`config.mk`:
```
export PLATFORM = sky130hd
export DESIGN_NAME = sfb_sfr_bank
export DESIGN_NICKNAME = d
export VERILOG_FILES = /design/src/inc/sfb_pkg.sv /design/src/hw/sfb_sync.sv /design/src/hw/sfb_sfr_bank.sv
export SDC_FILE = /design/constraint.sdc
export NUM_CORES = 1
export LEC_CHECK = 0
export CAP_MARGIN = 10
export CORE_MARGIN = 3
export CORE_UTILIZATION = 49
export DETAILED_ROUTE_END_ITERATION = 12
export DONT_BUFFER_PORTS = 1
export PLACE_DENSITY = 0.72
export SYNTH_ARGS = -nofsm -noshare
export SYNTH_HDL_FRONTEND = slang
export SYNTH_SLANG_ARGS = --single-unit
export TNS_END_PERCENT = 50
```
`constraint.sdc`:
```
create_clock -name sys_clk -period 1.3 [get_ports sys_clk]
set_input_delay 0.13 -clock sys_clk [delete_from_list [all_inputs] [get_ports sys_clk]]
set_output_delay 0.13 -clock sys_clk [all_outputs]
set_load 0.02 [all_outputs]
```
`src/inc/sfb_pkg.sv`:
```
// Overview of operation
// RL1 - A write to the erase trigger starts a mass or page flash erase.
// RL2 - Erase page number holds page 0 to 127, zero after reset.
// RL3 - Software rewrites the page number before each new page erase.
// RL4 - Program write enable redirects accumulator-to-pointer moves from data RAM to flash.
// RL5 - Mass erase needs the write-only enable bit; software resets it each time; the code clears it on every erase trigger write.
// RL6 - Readout lock clears on reset, set-only, and blocks external flash reads.
// RL7 - Read-only status bit shows the boot prelude is running.
// RL8 - Transfer flag set by hardware on transfer-busy interrupt, handler clears it.
// RL9 - Seconds-tick flag set on each one-second interrupt, handler clears it.
// RL10 - Collision flag set when flash write runs while compute engine busy.
// RL11 - Collision flag set when flash write attempted as engine starts a pass.
// RL12 - Button flag set when the wake-up push-button is pressed.
// RL13 - Autowake flag set when the autowake timer wakes the processor.
// RL14 - Separate lock rise and fall flags; writing 0 clears a flag.
// RL15 - Seven read-only bits show live external interrupt input levels.
// RL16 - Writing 1 to the watchdog restart bit resets the watchdog.
// RL17 - Software clears flags by whole-register writes with other bits at one.
// RL18 - Writing 1 to a flag bit leaves it unchanged.
// RL19 - Erase trigger does mass erase if enabled, else erases the stored page.
`default_nettype none
package sfb_pkg;
  localparam logic [7:0] ADDR_ERASE_TRIGGER = 8'h94;
  localparam logic [7:0] ADDR_EEPROM_DATA   = 8'h9e;
  localparam logic [7:0] ADDR_EEPROM_CTRL   = 8'h9f;
  localparam logic [7:0] ADDR_FLASH_CONTROL = 8'hb2;
  localparam logic [7:0] ADDR_BANK_SELECT   = 8'hb6;
  localparam logic [7:0] ADDR_ERASE_PAGE    = 8'hb7;
  localparam logic [7:0] ADDR_EVENT_FLAGS   = 8'he8;
  localparam logic [7:0] ADDR_EXT_IRQ_VIEW  = 8'hf8;
  localparam int BIT_PWE     = 0;
  localparam int BIT_MEEN    = 1;
  localparam int BIT_LOCK    = 6;
  localparam int BIT_PRELUDE = 7;
  localparam int BIT_DOG     = 7;
  localparam int BANK_W      = 3;
  localparam int NUM_FLAGS   = 8;
  localparam int NUM_EXT_IRQ = 7;
  localparam logic [7:0] ERASE_PAGE_MAX   = 8'h7f;
  localparam logic [7:0] RST_ERASE_PAGE   = 8'h00;
  localparam logic [7:0] RST_FLAGS        = 8'h00;
  localparam logic [7:0] RST_EEPROM       = 8'h00;
  localparam logic [BANK_W-1:0] RST_BANK  = 3'h0;
endpackage : sfb_pkg
`default_nettype wire

```
`src/hw/sfb_sync.sv`:
```
`timescale 1ns/1ps
`default_nettype none
module sfb_sync #(
  parameter int W = 1
) (
  input  wire logic         sys_clk,
  input  wire logic         arst_n,
  input  wire logic [W-1:0] async_in,
  output logic      [W-1:0] sync_out
);
  logic [W-1:0] meta_q;
  always_ff @(posedge sys_clk or negedge arst_n) begin
    if (!arst_n) begin
      meta_q   <= '0;
      sync_out <= '0;
    end else begin
      meta_q   <= async_in;
      sync_out <= meta_q;
    end
  end
endmodule // sfb_sync
`default_nettype wire

```
`src/hw/sfb_sfr_bank.sv`:
```
`timescale 1ns/1ps
`default_nettype none
module sfb_sfr_bank
  import sfb_pkg::*;
(
  input  wire logic                           sys_clk,
  input  wire logic                           arst_n,
  input  wire logic [7:0]                     sfr_addr,
  input  wire logic                           sfr_wr,
  input  wire logic                           sfr_rd,
  input  wire logic [7:0]                     sfr_wdata,
  output logic      [7:0]                     sfr_rdata,
  input  wire logic                           prelude_active,
  input  wire logic                           transfer_busy_irq,
  input  wire logic                           seconds_tick_irq,
  input  wire logic                           write_busy_collision,
  input  wire logic                           write_start_collision,
  input  wire logic                           button_pressed,
  input  wire logic                           autowake_event,
  input  wire logic                           clk_lock_level,
  input  wire logic [sfb_pkg::NUM_EXT_IRQ-1:0] ext_irq_levels,
  output logic                                mass_erase_start,
  output logic                                page_erase_start,
  output logic      [7:0]                     erase_page_number,
  output logic                                program_write_enable,
  output logic                                readout_lock,
  output logic      [sfb_pkg::BANK_W-1:0]     flash_bank_select,
  output logic                                watchdog_restart,
  output logic      [7:0]                     eeprom_link_data,
  output logic      [7:0]                     eeprom_link_control
);
  import sfb_pkg::*;

  logic [NUM_EXT_IRQ-1:0] ext_sync;
  logic [5:0]             evt_sync;
  logic                   lock_prev_q;
  logic                   mass_enable_q;
  logic [7:0]             flags_q;
  logic [7:0]             flags_d;
  logic [7:0]             flag_set;

  sfb_sync #(.W(NUM_EXT_IRQ)) u_ext_sync (
    .sys_clk (sys_clk),
    .arst_n  (arst_n),
    .async_in(ext_irq_levels),
    .sync_out(ext_sync)
  );

  sfb_sync #(.W(6)) u_evt_sync (
    .sys_clk (sys_clk),
    .arst_n  (arst_n),
    .async_in({clk_lock_level, autowake_event, button_pressed, prelude_active,
               write_start_collision, write_busy_collision}),
    .sync_out(evt_sync)
  );

  wire lock_sync    = evt_sync[5];
  wire prelude_sync = evt_sync[2];

  function automatic logic hit(input logic [7:0] a, input logic [7:0] r);
    return a == r;
  endfunction

  wire wr_erase = sfr_wr && hit(sfr_addr, ADDR_ERASE_TRIGGER);
  wire wr_ctrl  = sfr_wr && hit(sfr_addr, ADDR_FLASH_CONTROL);
  wire wr_bank  = sfr_wr && hit(sfr_addr, ADDR_BANK_SELECT);
  wire wr_page  = sfr_wr && hit(sfr_addr, ADDR_ERASE_PAGE);
  wire wr_flags = sfr_wr && hit(sfr_addr, ADDR_EVENT_FLAGS);
  wire wr_view  = sfr_wr && hit(sfr_addr, ADDR_EXT_IRQ_VIEW);
  wire wr_eed   = sfr_wr && hit(sfr_addr, ADDR_EEPROM_DATA);
  wire wr_eec   = sfr_wr && hit(sfr_addr, ADDR_EEPROM_CTRL);

  // Hardware set sources, bit order matches the flag register
  assign flag_set = {
    ~lock_sync & lock_prev_q,        // RL14
    lock_sync & ~lock_prev_q,        // RL14
    evt_sync[4],                     // RL13
    evt_sync[3],                     // RL12
    evt_sync[1],                     // RL11
    evt_sync[0],                     // RL10
    seconds_tick_irq,                // RL9
    transfer_busy_irq                // RL8
  };

  // Set wins; written 0 clears, written 1 keeps
  genvar g;
  generate
    for (g = 0; g < NUM_FLAGS; g++) begin : g_flag
      assign flags_d[g] = flag_set[g] |
                          (flags_q[g] & ~(wr_flags & ~sfr_wdata[g])); // RL14 RL18
    end
  endgenerate

  always_ff @(posedge sys_clk or negedge arst_n) begin
    if (!arst_n) begin
      flags_q     <= RST_FLAGS;
      lock_prev_q <= 1'b0;
    end else begin
      flags_q     <= flags_d; // RL8 RL9
      lock_prev_q <= lock_sync;
    end
  end

  // Control register
  always_ff @(posedge sys_clk or negedge arst_n) begin
    if (!arst_n) begin
      program_write_enable <= 1'b0;
      mass_enable_q        <= 1'b0;
      readout_lock         <= 1'b0;
    end else begin
      if (wr_ctrl) begin
        program_write_enable <= sfr_wdata[BIT_PWE]; // RL4
        mass_enable_q        <= sfr_wdata[BIT_MEEN]; // RL5
      end else if (wr_erase) begin
        mass_enable_q        <= 1'b0; // RL5
      end
      if (wr_ctrl && sfr_wdata[BIT_LOCK]) begin
        readout_lock <= 1'b1; // RL6
      end
    end
  end

  // Erase page, bank, eeprom holding registers
  always_ff @(posedge sys_clk or negedge arst_n) begin
    if (!arst_n) begin
      erase_page_number   <= RST_ERASE_PAGE;
      flash_bank_select   <= RST_BANK;
      eeprom_link_data    <= RST_EEPROM;
      eeprom_link_control <= RST_EEPROM;
    end else begin
      if (wr_page) begin
        erase_page_number <= sfr_wdata & ERASE_PAGE_MAX; // RL2
      end
      if (wr_bank) begin
        flash_bank_select <= sfr_wdata[BANK_W-1:0];
      end
      if (wr_eed) begin
        eeprom_link_data <= sfr_wdata;
      end
      if (wr_eec) begin
        eeprom_link_control <= sfr_wdata;
      end
    end
  end

  // Erase start and watchdog pulses
  always_ff @(posedge sys_clk or negedge arst_n) begin
    if (!arst_n) begin
      mass_erase_start <= 1'b0;
      page_erase_start <= 1'b0;
      watchdog_restart <= 1'b0;
    end else begin
      mass_erase_start <= wr_erase & mass_enable_q;  // RL1 RL19 RL5
      page_erase_start <= wr_erase & ~mass_enable_q; // RL1 RL19
      watchdog_restart <= wr_view & sfr_wdata[BIT_DOG]; // RL16
    end
  end

  // Read mux, registered
  logic [7:0] rd_mux;
  always_comb begin
    rd_mux = 8'h00;
    case (sfr_addr)
      ADDR_FLASH_CONTROL: begin
        rd_mux[BIT_PWE]     = program_write_enable;
        rd_mux[BIT_LOCK]    = readout_lock;
        rd_mux[BIT_PRELUDE] = prelude_sync; // RL7
      end
      ADDR_BANK_SELECT:  rd_mux = {{(8-BANK_W){1'b0}}, flash_bank_select};
      ADDR_ERASE_PAGE:   rd_mux = erase_page_number;
      ADDR_EVENT_FLAGS:  rd_mux = flags_q;
      ADDR_EXT_IRQ_VIEW: rd_mux = {1'b0, ext_sync}; // RL15
      ADDR_EEPROM_DATA:  rd_mux = eeprom_link_data;
      ADDR_EEPROM_CTRL:  rd_mux = eeprom_link_control;
      default:           rd_mux = 8'h00;
    endcase
  end

  always_ff @(posedge sys_clk or negedge arst_n) begin
    if (!arst_n) begin
      sfr_rdata <= 8'h00;
    end else if (sfr_rd) begin
      sfr_rdata <= rd_mux;
    end
  end
endmodule // sfb_sfr_bank
`default_nettype wire

```
==> summary.md, run 1 <==
| Metric | Value |
|---|---|
| Outcome | `finished, violations left` |
| Failing checks | `hold timing` |
| Die Ht | `84.0 microns` |
| Core Area | `5710 sq um` |
| Met3 GRT Util | `9.67%` |
| GR Util met1 | `27.0%` |
| H-tree lvl count | `3` |
| Max Clock Skew | `0.00824 ns` |
| GRT busiest layer | `met2` |
| Clk root buf | `clkbuf_8` |
| Synthesis-to-finish area growth | `26.6%` |
| Synthesized cell area | `2980 sq um` |
| Synth Instances | `209` |
| Worst path depth | `5` |
| GRT Total Usage | `21.5%` |
| Final instance area | `3770 sq um` |
| Critical Path Max Stage Delay | `0.54 ns` |
| Worst vdd ir | `917 uV` |
| CTS Hold Buffers Added | `27` |
| Routed length per instance | `20.3 microns` |
| Hold_ws | `-0.530 ns` |
| Estimated wirelength of the detail-placed design | `4.73 mm` |
| Drt initial violations | `195` |
| Critical path class | `in2reg` |
| F_max | `0.815 GHz` |
| Main synth FF type | `dfrtp_1` |
| Num rows | `27` |
| Initial antenna violation count | `0` |
| Comb pwr share | `6.7%` |
| Cell-internal power | `0.00376 W` |
| Vias per cell | `5.71` |
| Fin. Hold Viols | `75` |
| Worst r2r dst | `sfr_rdata[6]$_DFFE_PN0P_` |
| Critical Path End Type | `flop` |
| I/O pin total | `75` |
| Min-Delay Path Class | `in2async` |
| Sw frac | `22.5%` |
| Fin crit share | `94.3%` |
| Post-synth EDFFs | `0` |
| First-pass GRT wire length | `11.4 mm` |
| CP Data Required Time | `1.54 ns` |
| Total number of vias | `1994` |
| Worst Setup SP | `sfr_addr[1]` |
| Clock input transition at the sequential cells of the worst setup and hold paths | `0.08 ns` |
| RSZ-0062 raised after global routing | `no` |
| Largest net degree at the start of global routing | `76` |
| Remaining global-route overflow | `0` |
| Fin nets | `307` |
| Crit path DAT | `1.47 ns` |
| Drt pass-1 iters | `4` |
| Final setup vio count | `0` |
| R2R depth | `3` |
| Worst path slowest cell | `dlygate4sd3_1` |
| Final non-filler cell total | `349` |
| Post CTS Setup Buffer Count | `0` |
| Starting Density | `52.2%` |
| M2 GR Usage | `32.5%` |
| Area after DPL | `3280 sq um` |
| CTS tree | `yes` |
| Min Tclk post-route | `1.23 ns` |
| Utilization after layout | `66.1%` |
| Delay-heaviest family, CP | `buffers and inverters` |
| Slew HR | `62.2%` |
| Avg Cell Area, Syn | `14.3 sq um` |
| Share of cells above drive strength 1 | `33.6%` |
| Area of the multi-input gates | `1050 sq um` |
| Yosys warns | `0` |
| Sink Count | `75` |
| Die area | `7050 sq um` |
| Worst r2r src | `eeprom_link_control[6]$_DFFE_PN0P_` |
| Pwr/cell area | `1280 nW/um^2` |
| Count of cell types in the netlist | `42` |
| Chip width | `84.0 microns` |
| Reg2Reg Setup Slack | `0.21 ns` |
| # DRC | `0` |
| Max-cap viol count | `0` |
| # resized after CTS | `0` |
| Port Buf Inserts | `0` |
| Clock Path Buffers | `2` |
| Worst-margin pin slew | `0.565 ns` |
| Placed Cells | `306` |
| Sequential power share | `51.9%` |
| Cell breakdown of the critical path | `dlygate4sd3_1 -> or2b_1 -> nor3_1 -> nor2_1 -> mux2_2` |
| Fin. max-slew vios | `0` |
| Clock share of power | `41.4%` |
| Most common cell after layout, fill and taps aside | `dfrtp_1` |
| Synthesized Nets | `244` |
| Seq/Total Area, Yosys | `63.0%` |
| Storage element area | `1880 sq um` |
| GP Congestion | `0.924` |
| CP max FO | `5` |
| Static leakage | `1.76 nW` |
| Async S/R FF share, synth | `100%` |
| CP Buf/Inv Count | `1` |
| Post-Route WL | `7.07 mm` |
| FF+latch count, synth | `75` |
| Filler Cell Count | `426` |
| Critical path startpoint category | `input pin` |
| CTS buffer count | `9` |
| # diodes | `0` |
| Worst skew pair latency | `0.35 ns` |
| Switching pwr | `0.00109 W` |
| Commonest cells after routing, fill and taps aside | `75 x dfrtp_1, 39 x mux2_2, 32 x buf_4` |
| Number of global-route vias before repair | `2122` |
| Final ANT Viol Nets | `0` |
==> cell families after synthesis <==
kind of cell,synth area share [%]
AO/OA/AOI/OAI,6.63
buffers and inverters,1.97
flip-flops,63.0
multiplexers,18.1
other,0.126
AND/OR/NAND/NOR,10.2
==> layer usage <==
metal / vias up / routed length, microns
met5: - / 0
met1: 1016 / 2950
met4: 0 / 158
met3: 13 / 612
met2: 73 / 3350
li1: 892 / -
==> cell usage after synthesis (3+ instances only) <==
master	n	area (sq um)
nand2b_1	6	37.5
nand4_1	4	25.0
nand2_1	5	18.8
a31oi_1	4	25.0
a22oi_1	3	22.5
mux2i_1	10	100
inv_1	4	15.0
o221ai_1	3	26.3
nor2_1	6	22.5
mux2_2	39	439
dfrtp_1	75	1880
o21ai_0	10	50.1
==> power groups by stage <==
stage / combinational, W / clock (W) / sequential, W
6_report: 0.000325 / 0.00201 / 0.00252
5_1_grt: 0.000348 / 0.00215 / 0.00253
4_1_cts: 0.000324 / 0.00205 / 0.00252
3_5_place_dp: 0.000239 / 0 / 0.00256
3_3_place_gp: 0.000232 / 0 / 0.00256
2_1_floorplan: 0.000144 / 0 / 0.00258
==> worst max path at each step <==
stage / to
after floorplan: eeprom_link_data[0]$_DFFE_PN0P_
after global placement: eeprom_link_data[5]$_DFFE_PN0P_
after detailed placement: eeprom_link_data[7]$_DFFE_PN0P_
after CTS: sfr_rdata[5]$_DFFE_PN0P_
after global routing: mass_enable_q$_DFFE_PN0P_
final: mass_enable_q$_DFFE_PN0P_
==> area by class of cell <==
cell class | instances | area share [%]
multi-input cells | 123 | 27.9
clock inverters | 5 | 2.29
repair buffers | 59 | 13.5
well taps | 72 | 2.39
flip-flops and latches | 75 | 49.7
inverters | 4 | 0.398
clock buffers | 11 | 3.75
==> state kept, by name, indices dropped and copies added, names as in the netlist, 3 cells and up <==
signal and flops:
flash_bank_select 3, u_ext_sync.sync_out 7, erase_page_number 7, eeprom_link_data 8
u_ext_sync.meta_q 7, u_evt_sync.sync_out 6, eeprom_link_control 8, u_evt_sync.meta_q 6
flags_q 8, sfr_rdata 8
==> metrics by stage <==
| step | TNS (ns) | power (W) | setup WS (ns) |
|---|---|---|---|
| after global placement | -2.50 | 0.00279 | -0.149 |
| after CTS | 0 | 0.00489 | 0.137 |
| after detailed placement | -3.16 | 0.00280 | -0.189 |
| after floorplan | -1.25 | 0.00273 | -0.134 |
| after global routing | 0 | 0.00503 | 0.0834 |
| final | 0 | 0.00485 | 0.0736 |
(Power assumes the default switching activity.)
==> run 2: changes to the inputs <==
--- a/config.mk
+++ b/config.mk
@@ -13,5 +13,6 @@
 export PLACE_DENSITY = 0.72
 export SYNTH_ARGS = -nofsm -noshare
 export SYNTH_HDL_FRONTEND = slang
+export SYNTH_HIERARCHICAL = 1
 export SYNTH_SLANG_ARGS = --single-unit
 export TNS_END_PERCENT = 50
==> summary.md, run 2 <==
| Metric | Value |
|---|---|
| Synthesized Nets | `260` |
| Post-Synth XOR/XNOR Area | `0.290%` |
| Core Area | `5740 sq um` |
| Routed length per instance | `19.3 microns` |
| Clock share of power | `39.7%` |
| Pwr/cell area | `1230 nW/um^2` |
| Worst-margin pin slew | `0.517 ns` |
| I/O pin total | `75` |
| Final setup vio count | `0` |
| Max Clock Skew | `0.00722 ns` |
| Most common cell after layout, fill and taps aside | `dfrtp_1` |
| # DRC | `0` |
| Total number of vias | `2013` |
| CTS buffer count | `9` |
| Outcome | `finished, violations left` |
| Async S/R FF share, synth | `100%` |
| Estimated wirelength of the detail-placed design | `4.73 mm` |
| First-pass GRT wire length | `11.3 mm` |
| Yosys warns | `6` |
| Critical path startpoint category | `input pin` |
| Drt initial violations | `116` |
| Hold_ws | `-0.531 ns` |
| Area fraction of the dominant cell type after synthesis | `62.1%` |
| # diodes | `0` |
| Comb pwr share | `6.8%` |
| Area of the multi-input gates | `1110 sq um` |
| CTS Hold Buffers Added | `29` |
| Sequential power share | `53.5%` |
| Post-synth EDFFs | `0` |
| Min Tclk post-route | `1.25 ns` |
| RSZ-0062 raised after global routing | `yes` |
| Static leakage | `1.71 nW` |
| Synth Area in Adders | `0%` |
| Mux cell area share after synthesis | `13.8%` |
| Critical path class | `in2reg` |
| Filler Cell Count | `422` |
| Switching pwr | `0.00115 W` |
| Fin. Hold Viols | `75` |
| Most instantiated cells after synthesis | `75 x dfrtp_1, 29 x mux2_2, 11 x nand2b_1` |
| Num rows | `27` |
| Largest family of logic cells by synthesized area | `multiplexers` |
| Largest area contributor in the netlist | `dfrtp_1` |
| Worst vdd ir | `1050 uV` |
| Avg Cell Area, Syn | `13.4 sq um` |
| Max-cap viol count | `0` |
| Largest net degree at the start of global routing | `76` |
| Fin crit share | `96.5%` |
| Critical Path End Type | `flop` |
| Starting Density | `52.6%` |
| Port Buf Inserts | `0` |
| Synth area leaders | `dfrtp_1 62%, mux2_2 11%, mux2i_1 3.0%` |
| Die Ht | `84.5 microns` |
| Post-Synth Simple-Gate Area | `11.3%` |
| Clock input transition at the sequential cells of the worst setup and hold paths | `0.08 ns` |
| Post CTS Setup Buffer Count | `0` |
| F_max | `0.797 GHz` |
| Drt pass-1 iters | `4` |
| CTS tree | `yes` |
| Remaining global-route overflow | `0` |
| Count of cell types in the netlist | `46` |
| Share of cells above drive strength 1 | `32.8%` |
| Fin. max-slew vios | `0` |
| Die area | `7140 sq um` |
| Chip width | `84.5 microns` |
| Vias per cell | `5.56` |
| Main synth FF type | `dfrtp_1` |
| Sink Count | `75` |
| Total negative slack | `0 ns` |
| H-tree lvl count | `3` |
| Synthesis-to-finish area growth | `26.9%` |
| Fin nets | `320` |
| Worst skew pair latency | `0.35 ns` |
| CP Data Required Time | `1.55 ns` |
| GP Congestion | `0.843` |
| Min-Delay Path Class | `in2async` |
| Clk root buf | `clkbuf_8` |
| Sw frac | `24.3%` |
| Failing checks | `hold timing` |
| Storage element area | `1880 sq um` |
| Commonest cells after routing, fill and taps aside | `75 x dfrtp_1, 29 x mux2_2, 29 x dlygate4sd3_1, 29 x buf_4, 11 x nand2b_1` |
| FF+latch count, synth | `75` |
| Crit path DAT | `1.50 ns` |
| Number of global-route vias before repair | `2081` |
| Initial antenna violation count | `0` |
| Seq/Total Area, Yosys | `62.1%` |
| Post-Route WL | `6.97 mm` |
| Synthesized cell area | `3020 sq um` |
| Final ANT Viol Nets | `0` |
| CP max FO | `6` |
| Clock Path Buffers | `2` |
| Most frequent cell after synthesis | `dfrtp_1` |
| Slew HR | `65.4%` |
| Cell-internal power | `0.00357 W` |
| GRT Total Usage | `20.7%` |
| Final worst slack | `0.0453 ns` |
| Compound-gate portion of the synthesized area | `9.73%` |
| Synth Instances | `225` |
| Post-Place Worst Slack | `-0.0375 ns` |
==> run 2: cell types whose count changed after synthesis, moves of 3 or more <==
cell       change
a21oi_1        +3
a221oi_1       +3
a2bb2oi_1      +4
mux2_2        -10
nand2b_1       +5
nand4_1        -3
nor2_2         +3
nor2b_1        +3
nor3_1         +5
o21ai_0        -4
o21ai_2        +8
==> run 2: final timing paths <==
| path | slack, ns | startpoint | endpoint | cells past startpoint |
|---|---|---|---|---|
| worst min-delay path | -0.53 | arst_n | u_evt_sync/meta_q[0]$_DFF_PN0_ | 0 |
| worst max register to register | 0.05 | flags_q[0]$_DFF_PN0_ | sfr_rdata[0]$_DFFE_PN0P_ | 4 |
| max in group asynchronous | 1.69 | arst_n | watchdog_restart$_DFF_PN0_ | 0 |
| worst min register to register | 0.35 | u_ext_sync/meta_q[6]$_DFF_PN0_ | u_ext_sync/sync_out[6]$_DFF_PN0_ | 0 |
| worst max-delay path | 0.05 | sfr_addr[7] | page_erase_start$_DFF_PN0_ | 4 |
| min in group sys_clk | 0.02 | sfr_rd | sfr_rdata[5]$_DFFE_PN0P_ | 3 |
==> run 2: kinds of logic (layout without fill, tap and decap cells) <==
kind of cell,Yosys count,after routing
compound gates,41,41
simple gates,54,54
xor+xnor,1,1
other cells,1,1
flops,75,75
mux,38,38
buf+inv,15,80
==> run 2: routing by layer <==
layer  global-route usage (%)  up-vias  wire length [microns]
met2                     30.8       61                   3250
met1                     27.8     1001                   3130
met5                        0        -                      0
met4                     6.04        0                     97
li1                         -      942                      -
met3                     8.83        9                    496
==> run 2: power groups by stage <==
stage	Clock, W	Combinational [W]	Sequential [W]
after floorplan	0	0.000152	0.00259
after global placement	0	0.000217	0.00257
after detailed placement	0	0.000221	0.00257
after CTS	0.00190	0.000316	0.00252
after global routing	0.00201	0.000348	0.00254
final	0.00187	0.000321	0.00252
==> run 2: what timing repair did <==
| item | CTS | global route |
|---|---|---|
| hold endpoints to repair | 136 | 75 |
| gates resized for setup | 0 | 5 |
| setup endpoints to repair | 0 | 5 |
==> run 2: critical path, stage by stage <==
cell and delay [ns]:
dlygate4sd3_1 0.53, nand2_1 0.08, dlygate4sd3_1 0.61, nor4_2 0.15
==> run 2: metrics by stage <==
step                      utilization [%]  cells  cell area (sq um)  power (W)
after floorplan                         -    225               3050    0.00274
after global placement               57.5    317               3300    0.00279
after detailed placement             57.5    317               3300    0.00279
after CTS                            66.2    362               3800    0.00474
after global routing                 66.8    362               3830    0.00490
final                                66.8    362               3830    0.00472
==> run 2: final cells by class <==
class                      instances  share of cell area, %
sequential                        75                   49.0
clock buffer                      10                   3.59
tap                               72                   2.35
timing repair buffer              59                   13.8
inverter                           5                  0.490
multi-input combinational        135                   28.9
clock inverter                     6                   1.89
